## config.mk

```make
export PLATFORM = sky130hd
export DESIGN_NAME = pad_alias_decoder
export DESIGN_NICKNAME = d
export VERILOG_FILES = /design/src/hdl/pad_pkg.sv /design/src/hdl/pad_line_sync.sv /design/src/hdl/pad_alias_decoder.sv
export SDC_FILE = /design/constraint.sdc
export NUM_CORES = 1
export LEC_CHECK = 0
export BUFFER_PORTS_ARGS = -buffer_cell sky130_fd_sc_hd__buf_2
export CORE_MARGIN = 4
export CORE_UTILIZATION = 40
export CTS_BUF_LIST = sky130_fd_sc_hd__clkbuf_2 sky130_fd_sc_hd__clkbuf_4 sky130_fd_sc_hd__clkbuf_8
export CTS_CLUSTER_SIZE = 30
export DETAILED_ROUTE_END_ITERATION = 8
export SETUP_SLACK_MARGIN = 0.5
export SLEW_MARGIN = 20
export SYNTH_ARGS = -nofsm -noshare
export SYNTH_HDL_FRONTEND = slang
export SYNTH_SLANG_ARGS = --single-unit
```

## constraint.sdc

```tcl
create_clock -name clock_in -period 2.1 [get_ports clock_in]
set_input_delay 0.105 -clock clock_in [delete_from_list [all_inputs] [get_ports clock_in]]
set_output_delay 0.105 -clock clock_in [all_outputs]
set_load 0.1 [all_outputs]
```

## src/hdl/pad_pkg.sv

```systemverilog
package pad_pkg;

    // ************************************************************
    // Register map
    // ************************************************************
    localparam logic [7:0] PORT0_ALIAS_OFS = 8'hf8;
    localparam logic [7:0] PORT1_ALIAS_OFS = 8'hf9;
    localparam logic [7:0] PORT2_ALIAS_OFS = 8'hfa;
    localparam logic [6:0] ALIAS_RESET = 7'h00;
    localparam int ALIAS_FIELD_LSB = 1;
    localparam int NUM_ALIAS_PORTS = 3;

    // Primary target address of the device; value is arbitrary.
    localparam logic [6:0] PRIMARY_ADDR = 7'h30;

    // ************************************************************
    // Transfer constants
    // ************************************************************
    localparam logic [3:0] BITS_PER_BYTE = 4'h8;
    localparam logic [1:0] LINE_IDLE = 2'h3;

    // Target state machine, one-hot.
    typedef enum logic [8:0] {
        ST_IDLE = 9'h001,
        ST_ADDR = 9'h002,
        ST_AACK = 9'h004,
        ST_OFS = 9'h008,
        ST_OACK = 9'h010,
        ST_WDAT = 9'h020,
        ST_WACK = 9'h040,
        ST_RDAT = 9'h080,
        ST_RACK = 9'h100
    } pad_state_t;

endpackage

```

## src/hdl/pad_line_sync.sv

```systemverilog
// ************************************************************
// Two-stage synchroniser with edge detection for one bus line
// ************************************************************
module pad_line_sync (
    input wire logic clock_in,
    input wire logic rstn_in,
    input wire logic line_in,
    output logic level_out,
    output logic rise_out,
    output logic fall_out
);

    logic [1:0] sync_q;
    logic last_q;

    // The first stage feeds only the second; the bus idles high.
    always_ff @(posedge clock_in) begin
        if (!rstn_in) begin
            sync_q <= pad_pkg::LINE_IDLE;
            last_q <= 1'b1;
        end else begin
            sync_q <= {sync_q[0], line_in};
            last_q <= sync_q[1];
        end
    end

    // Edges are found between the second stage and its delayed copy.
    assign level_out = sync_q[1];
    assign rise_out = sync_q[1] & ~last_q;
    assign fall_out = ~sync_q[1] & last_q;

endmodule

```

## src/hdl/pad_alias_decoder.sv

```systemverilog
// Behaviour
// Each port has a 7-bit alias in bits 7:1 matched against target addresses.
// An alias field of zero disables that port's decoder entirely.
// Alias access reaches that port's registers regardless of page selection.
// Alias access also reads and writes all shared registers.
// Alias is extra; the primary, paged path keeps working.
// Each port alias is separate; port 1 alias register at 0xf9.
// Port 2 alias at 0xfa; all alias registers reset to zero.
// Bit 0 reads zero, ignores writes; primary address stays active.
module pad_alias_decoder (
    input wire logic clock_in,
    input wire logic rstn_in,
    input wire logic scl_in,
    input wire logic sda_in,
    output logic sda_out,
    output logic sda_oe_n_out,
    input wire logic [1:0] page_sel_in,
    input wire logic [7:0] reg_rdata_in,
    output logic reg_rd_out,
    output logic reg_wr_out,
    output logic [7:0] reg_addr_out,
    output logic [7:0] reg_wdata_out,
    output logic [1:0] reg_port_out,
    output logic [2:0] alias_enabled_out
);

    // ************************************************************
    // Functions
    // ************************************************************

    // A decoder hits only when its field is nonzero and equal.
    function automatic logic alias_hit(input logic [6:0] addr,
                                       input logic [6:0] field);
        alias_hit = (field != pad_pkg::ALIAS_RESET) && (addr == field);
    endfunction

    // True for offsets held inside this block.
    function automatic logic is_local(input logic [7:0] ofs);
        is_local = (ofs == pad_pkg::PORT0_ALIAS_OFS) ||
                   (ofs == pad_pkg::PORT1_ALIAS_OFS) ||
                   (ofs == pad_pkg::PORT2_ALIAS_OFS);
    endfunction

    // ************************************************************
    // Signals
    // ************************************************************
    logic scl_s, scl_rise, scl_fall;
    logic sda_s, sda_rise, sda_fall;
    logic start_w, stop_w;
    pad_pkg::pad_state_t state_q;
    logic [3:0] cnt_q;
    logic [7:0] shift_q;
    logic [7:0] ofs_q;
    logic [7:0] tx_q;
    logic rw_q, nack_q, drive_q;
    logic [1:0] port_q;
    logic wr_q;
    logic [7:0] wdata_q;
    logic [6:0] port0_alias_field_q;
    logic [6:0] port1_alias_field_q;
    logic [6:0] port2_alias_field_q;
    logic [2:0] hit_w;
    logic prim_w;
    logic byte_done_w;
    logic rd_load_w;
    logic [7:0] rd_byte_w;

    pad_line_sync u_scl (
        .clock_in(clock_in),
        .rstn_in(rstn_in),
        .line_in(scl_in),
        .level_out(scl_s),
        .rise_out(scl_rise),
        .fall_out(scl_fall)
    );

    pad_line_sync u_sda (
        .clock_in(clock_in),
        .rstn_in(rstn_in),
        .line_in(sda_in),
        .level_out(sda_s),
        .rise_out(sda_rise),
        .fall_out(sda_fall)
    );

    // Start and stop are data edges while the clock line is high.
    assign start_w = sda_fall & scl_s;
    assign stop_w = sda_rise & scl_s;

    // ************************************************************
    // Address decode
    // ************************************************************

    // Each port compares on its own; the primary is always live.
    assign hit_w[0] = alias_hit(shift_q[7:1], port0_alias_field_q);
    assign hit_w[1] = alias_hit(shift_q[7:1], port1_alias_field_q);
    assign hit_w[2] = alias_hit(shift_q[7:1], port2_alias_field_q);
    assign prim_w = (shift_q[7:1] == pad_pkg::PRIMARY_ADDR);
    assign byte_done_w = scl_fall && (cnt_q == pad_pkg::BITS_PER_BYTE);

    // A read byte is fetched when entering a data phase of a read.
    assign rd_load_w = scl_fall && (((state_q == pad_pkg::ST_AACK) && rw_q)
                       || ((state_q == pad_pkg::ST_RACK) && !nack_q));

    // Local alias registers read with bit 0 as zero; others go outward.
    always_comb begin
        rd_byte_w = reg_rdata_in;
        if (ofs_q == pad_pkg::PORT0_ALIAS_OFS) begin
            rd_byte_w = {port0_alias_field_q, 1'b0};
        end else if (ofs_q == pad_pkg::PORT1_ALIAS_OFS) begin
            rd_byte_w = {port1_alias_field_q, 1'b0};
        end else if (ofs_q == pad_pkg::PORT2_ALIAS_OFS) begin
            rd_byte_w = {port2_alias_field_q, 1'b0};
        end
    end

    // ************************************************************
    // Target state machine
    // ************************************************************

    // Sequences address, offset, write and read bytes with acknowledge.
    always_ff @(posedge clock_in) begin
        if (!rstn_in) begin
            state_q <= pad_pkg::ST_IDLE;
            cnt_q <= 4'h0;
            shift_q <= 8'h00;
            ofs_q <= 8'h00;
            tx_q <= 8'h00;
            rw_q <= 1'b0;
            nack_q <= 1'b0;
            drive_q <= 1'b0;
            port_q <= 2'h0;
        end else if (stop_w) begin
            state_q <= pad_pkg::ST_IDLE;
            drive_q <= 1'b0;
        end else if (start_w) begin
            state_q <= pad_pkg::ST_ADDR;
            cnt_q <= 4'h0;
            drive_q <= 1'b0;
        end else begin
            if (scl_rise) begin
                shift_q <= {shift_q[6:0], sda_s};
                cnt_q <= cnt_q + 4'h1;
                if (state_q == pad_pkg::ST_RACK) begin
                    nack_q <= sda_s;
                end
            end
            case (state_q)
                pad_pkg::ST_ADDR: begin
                    if (byte_done_w) begin
                        rw_q <= shift_q[0];
                        if (hit_w[0]) begin
                            port_q <= 2'h0;
                        end else if (hit_w[1]) begin
                            port_q <= 2'h1;
                        end else if (hit_w[2]) begin
                            port_q <= 2'h2;
                        end else begin
                            port_q <= page_sel_in;
                        end
                        if (prim_w || (hit_w != 3'h0)) begin
                            drive_q <= 1'b1;
                            state_q <= pad_pkg::ST_AACK;
                        end else begin
                            state_q <= pad_pkg::ST_IDLE;
                        end
                    end
                end
                pad_pkg::ST_AACK: begin
                    if (scl_fall) begin
                        cnt_q <= 4'h0;
                        if (rw_q) begin
                            tx_q <= {rd_byte_w[6:0], 1'b0};
                            drive_q <= ~rd_byte_w[7];
                            ofs_q <= ofs_q + 8'h01;
                            state_q <= pad_pkg::ST_RDAT;
                        end else begin
                            drive_q <= 1'b0;
                            state_q <= pad_pkg::ST_OFS;
                        end
                    end
                end
                pad_pkg::ST_OFS: begin
                    if (byte_done_w) begin
                        ofs_q <= shift_q;
                        drive_q <= 1'b1;
                        state_q <= pad_pkg::ST_OACK;
                    end
                end
                pad_pkg::ST_OACK,
                pad_pkg::ST_WACK: begin
                    if (scl_fall) begin
                        if (state_q == pad_pkg::ST_WACK) begin
                            ofs_q <= ofs_q + 8'h01;
                        end
                        cnt_q <= 4'h0;
                        drive_q <= 1'b0;
                        state_q <= pad_pkg::ST_WDAT;
                    end
                end
                pad_pkg::ST_WDAT: begin
                    if (byte_done_w) begin
                        drive_q <= 1'b1;
                        state_q <= pad_pkg::ST_WACK;
                    end
                end
                pad_pkg::ST_RDAT: begin
                    if (scl_fall) begin
                        if (cnt_q == pad_pkg::BITS_PER_BYTE) begin
                            drive_q <= 1'b0;
                            cnt_q <= 4'h0;
                            state_q <= pad_pkg::ST_RACK;
                        end else begin
                            drive_q <= ~tx_q[7];
                            tx_q <= {tx_q[6:0], 1'b0};
                        end
                    end
                end
                pad_pkg::ST_RACK: begin
                    if (scl_fall) begin
                        cnt_q <= 4'h0;
                        if (nack_q) begin
                            state_q <= pad_pkg::ST_IDLE;
                        end else begin
                            tx_q <= {rd_byte_w[6:0], 1'b0};
                            drive_q <= ~rd_byte_w[7];
                            ofs_q <= ofs_q + 8'h01;
                            state_q <= pad_pkg::ST_RDAT;
                        end
                    end
                end
                default: begin
                    drive_q <= 1'b0;
                end
            endcase
        end
    end

    // ************************************************************
    // Register access
    // ************************************************************

    // Completed write bytes to non-local offsets become a one-cycle outward strobe.
    always_ff @(posedge clock_in) begin
        if (!rstn_in) begin
            wr_q <= 1'b0;
            wdata_q <= 8'h00;
        end else begin
            wr_q <= (state_q == pad_pkg::ST_WDAT) && byte_done_w &&
                    !is_local(ofs_q);
            if ((state_q == pad_pkg::ST_WDAT) && byte_done_w) begin
                wdata_q <= shift_q;
            end
        end
    end

    // Alias registers keep bits 7:1 only; bit 0 is never stored.
    always_ff @(posedge clock_in) begin
        if (!rstn_in) begin
            port0_alias_field_q <= pad_pkg::ALIAS_RESET;
            port1_alias_field_q <= pad_pkg::ALIAS_RESET;
            port2_alias_field_q <= pad_pkg::ALIAS_RESET;
        end else if ((state_q == pad_pkg::ST_WDAT) && byte_done_w) begin
            if (ofs_q == pad_pkg::PORT0_ALIAS_OFS) begin
                port0_alias_field_q <= shift_q[7:1];
            end
            if (ofs_q == pad_pkg::PORT1_ALIAS_OFS) begin
                port1_alias_field_q <= shift_q[7:1];
            end
            if (ofs_q == pad_pkg::PORT2_ALIAS_OFS) begin
                port2_alias_field_q <= shift_q[7:1];
            end
        end
    end

    // Open-drain data line: enable is low while pulling low.
    assign sda_out = 1'b0;
    assign sda_oe_n_out = ~drive_q;
    assign reg_rd_out = rd_load_w && !is_local(ofs_q);
    assign reg_wr_out = wr_q;
    assign reg_addr_out = ofs_q;
    assign reg_wdata_out = wdata_q;
    assign reg_port_out = port_q;
    assign alias_enabled_out = {port2_alias_field_q != 7'h00,
                                port1_alias_field_q != 7'h00,
                                port0_alias_field_q != 7'h00};

    // ************************************************************
    // Checks
    // ************************************************************
    chk_zero_alias_off: assert property (@(posedge clock_in)
        disable iff (!rstn_in)
        (state_q == pad_pkg::ST_ADDR && byte_done_w && !stop_w &&
         !start_w && !prim_w && shift_q[7:1] == 7'h00)
        |=> (state_q == pad_pkg::ST_IDLE) && sda_oe_n_out)
        else $error("Address zero answered through a cleared alias.");

    chk_alias_reset_zero: assert property (@(posedge clock_in)
        !rstn_in |=> (alias_enabled_out == 3'h0))
        else $error("Alias registers not zero after reset.");

    chk_alias_route_port: assert property (@(posedge clock_in)
        disable iff (!rstn_in)
        (state_q == pad_pkg::ST_ADDR && byte_done_w && !stop_w &&
         !start_w && hit_w[1] && !hit_w[0])
        |=> (port_q == 2'h1) && (state_q == pad_pkg::ST_AACK))
        else $error("Alias access not routed to its port.");

    chk_paged_path: assert property (@(posedge clock_in)
        disable iff (!rstn_in)
        (state_q == pad_pkg::ST_ADDR && byte_done_w && !stop_w &&
         !start_w && hit_w == 3'h0 && prim_w)
        |=> (port_q == $past(page_sel_in)) && !sda_oe_n_out)
        else $error("Primary access ignored page selection.");

    chk_shared_write: assert property (@(posedge clock_in)
        disable iff (!rstn_in)
        (state_q == pad_pkg::ST_WDAT && byte_done_w && !stop_w &&
         !start_w && !is_local(ofs_q))
        |=> reg_wr_out && (reg_wdata_out == $past(shift_q)) ##1 !reg_wr_out)
        else $error("Shared register write strobe wrong.");

    chk_alias_write: assert property (@(posedge clock_in)
        disable iff (!rstn_in)
        (state_q == pad_pkg::ST_WDAT && byte_done_w && !stop_w &&
         !start_w && ofs_q == pad_pkg::PORT1_ALIAS_OFS)
        |=> (port1_alias_field_q == $past(shift_q[7:1])) &&
            $stable(port0_alias_field_q) && $stable(port2_alias_field_q))
        else $error("Port 1 alias write not applied alone.");

    chk_reserved_zero: assert property (@(posedge clock_in)
        disable iff (!rstn_in)
        (rd_load_w && is_local(ofs_q)) |-> (rd_byte_w[0] == 1'b0))
        else $error("Reserved alias bit read as one.");

    chk_alias_decode: assert property (@(posedge clock_in)
        disable iff (!rstn_in)
        (state_q == pad_pkg::ST_ADDR && byte_done_w && !stop_w &&
         !start_w && port0_alias_field_q != 7'h00 &&
         shift_q[7:1] == port0_alias_field_q)
        |=> (port_q == 2'h0) && (state_q == pad_pkg::ST_AACK))
        else $error("Enabled port 0 alias did not match.");

endmodule

```

==> impl_metrics.py <==
metrics = {
    "run_status": {
        "run_status": "finished, final reports clean",
    },
    "synthesis": {
        "synth_top_family_by_area": "simple AND/OR/NAND/NOR gates",
        "synth_edf_count": 0,
        "synthCells": 511,
        "syn-num-nets": 531,
        "yosysMostFrequentCell": "dfxtp_1",
        "ys.flop_type": "dfxtp_1",
        "yosysWarnings": 0,
        "synth_cell_type_count": 61,
        "synth_top_area_cell": "dfxtp_1",
        "synth_seq_area_share": 0.370,
        "synthMuxAreaShare": 0.0721,
        "yosys.area_share.simple": 0.268,
        "syn_area_mm2": 0.00417,
        "syn_avg_cell_area_um2": 8.16,
        "synth_seq_cells": 77,
        "async_flop_share": 0,
        "ys_top_cells_by_area": "dfxtp_1 37%, mux2i_1 7.2%, nand2_1 5.9%",
        "synth.top_cell.area_share": 0.370,
        "synth_xor_area_frac": 0.0546,
        "synth_commonest_cells": "77 x dfxtp_1, 66 x nand2_1, 61 x nor2_1, 42 x a21oi_1, 30 x mux2i_1",
        "synth_compound_area_frac": 0.163,
        "synth_adder_area_share": 0.0204,
    },
    "route": {
        "postRouteAntennaNets": 0,
        "drtIter0Drc": 250,
        "drt-vias-per-instance": 5.58,
        "vias": 4200,
        "route.detailed.drc": 0,
        "routed_wl_um": 13600,
        "first_pass_iters": 4,
        "avgRoutedWirePerCell_um": 18.1,
    },
    "timing": {
        "relSlewSlack": 0.479,
        "whs_ns": 0.0533,
        "max_freq_mhz": 493,
        "layout_min_cycle_time_ns": 2.03,
        "min_period_over_period": 0.965,
        "hold_viol_final": 0,
        "setup_viol": 0,
        "maxSlewViolCount": 0,
        "fin_ws_ns": 0.0726,
        "tns_ns": 0,
        "worstMarginPinSlew_ns": 0.779,
        "fin_worst_skew_ns": 0.0110,
        "rsz0062_at_grt": "yes",
    },
    "die": {
        "dieArea_mm2": 0.0121,
        "start_util": 0.419,
        "die_w_um": 110,
        "rows": 36,
        "coreArea_mm2": 0.00995,
        "die_y_um": 110,
        "num_io_pins": 39,
    },
    "power": {
        "p_per_area_mw_per_mm2": 478,
        "p_total_mw": 2.92,
        "p_leak_nw": 2.52,
        "ir_drop_v": 0.000478,
    },
    "setup_path": {
        "arrival_ns": 2.29,
        "crit_path_end_kind": "flop",
        "path_class": "reg -> reg",
        "critPathMaxFanout": 6,
        "ff2ff_setup_slack_ns": 0.07,
        "setup.worst_path.start_class": "flop",
        "worstPathRequired_ns": 2.36,
    },
    "grt": {
        "grt_pass1_vias": 4002,
        "grt_max_degree": 58,
        "grt_pass1_wl_um": 21100,
        "grt_antenna_before_repair": 0,
        "grt_usage": 0.228,
        "overflow": 0,
    },
    "placement": {
        "dp_slack_ns": 0.0324,
        "place.gp.congestion": 0.923,
        "place_area_mm2": 0.00492,
        "place.port_buffers": 37,
        "hpwl_um": 8620,
    },
    "clock_tree": {
        "htree_levels": 3,
        "ctsLongestPathBuffers": 2,
        "cts_inserted_buffers": 9,
        "cts_tree": "done",
        "cts.sinks": 77,
        "path_clk_slew_ns": 0.09,
        "insertion_delay_ns": 0.36,
        "cts_root_buf": "clkbuf_8",
    },
    "flow_run": {
        "maxCapViolCount": 0,
    },
    "layout": {
        "fillers": 836,
        "areaGrowthSynthToFinish_pct": 46.3,
        "fin_nets": 635,
        "finalInstanceArea_mm2": 0.00610,
        "insertedDiodeCount": 0,
        "drive_above_1_share": 0.429,
    },
    "worst_hold_path": {
        "min_path_type": "in -> reg",
    },
}
## critical path, stage by stage (launching register included)
cell	delay [ns]
dfxtp_4	0.39
buf_6	0.12
nor4_4	0.04
and4b_1	0.20
nand2b_4	0.17
buf_4	0.14
buf_6	0.12
a22oi_2	0.30
buf_6	0.20
nand2_2	0.06
a21oi_1	0.18
## worst paths after layout
kind / from / cells past startpoint / endpoint
worst min-delay path: rstn_in / 2 / u_scl.sync_q[1]
worst min register to register: u_sda.sync_q[0] / 1 / u_sda.sync_q[1]
worst max register to register: state_q[3] / 10 / state_q[5]
worst max-delay path: state_q[3] / 10 / state_q[5]
## timing repair
item                       CTS  global route
pin swaps                   44            31
cloned                       2             1
setup endpoints to repair   65            74
hold endpoints to repair     2             0
buffers inserted            31            13
hold buffers                 2             0
gates resized for setup    100            51
## kinds of logic after synthesis
family	Yosys count
fa+ha+maj	7
compound gates	105
flops	77
buf+inv	44
other cells	1
simple gates	221
mux	30
xor+xnor	26
## power breakdown
group | internal [mW] | switching [mW]
logic | 0.0674 | 0.106
clock network | 0.693 | 0.599
registers | 1.44 | 0.00991
total | 2.20 | 0.715
## sequential cells by signal, indices dropped and copies added, names as in the netlist
signal	cells
u_sda.last_q	1
port2_alias_field_q	7
rw_q	1
tx_q	7
u_scl.last_q	1
reg_addr_out	8
reg_port_out	2
cnt_q	4
u_scl.sync_q	2
state_q	9
u_sda.sync_q	2
port1_alias_field_q	7
reg_wr_out	1
reg_wdata_out	8
nack_q	1
drive_q	1
shift_q	8
port0_alias_field_q	7
## metal layers
layer  routed length, µm  up-vias  global-route usage
met5                   0        -                   0
met4                 432        0               0.105
met3                 653       32              0.0315
met2                6260      137               0.354
met1                6260     2011               0.314
li1                    -     2020                   -
## cell usage in the layout, fill, tap and decap left out, types with 7 or more instances in the layout
master | netlist | layout
a21oi_1 | 42 | 33
a21oi_2 | 0 | 7
buf_12 | 0 | 7
buf_2 | 16 | 33
buf_4 | 1 | 65
buf_6 | 3 | 15
clkbuf_8 | 0 | 9
dfxtp_1 | 77 | 45
dfxtp_2 | 0 | 10
dfxtp_4 | 0 | 22
mux2i_1 | 30 | 29
nand2_1 | 66 | 53
nand2_4 | 0 | 7
nand2b_1 | 12 | 11
nor2_1 | 61 | 56
nor3_1 | 14 | 9
o21ai_0 | 16 | 8
o22ai_1 | 7 | 7
xor2_1 | 26 | 25
## through the flow
stage,util,instances
floorplan,-,511
global placement,0.494,688
detailed placement,0.494,688
CTS,0.578,739
global route,0.613,753
finish,0.613,753
## cell type report
type / instances / area (µm²) / share of cell area
Clock inverter: 6 / 95.1 / 0.0156
Sequential cell: 77 / 1640 / 0.268
Clock buffer: 10 / 131 / 0.0215
Inverter: 12 / 50.0 / 0.00821
Tap cell: 133 / 166 / 0.0273
Timing Repair Buffer: 123 / 1010 / 0.165
Multi-Input combinational cell: 392 / 3010 / 0.494
Note: power is estimated with default switching activity, not from simulation.
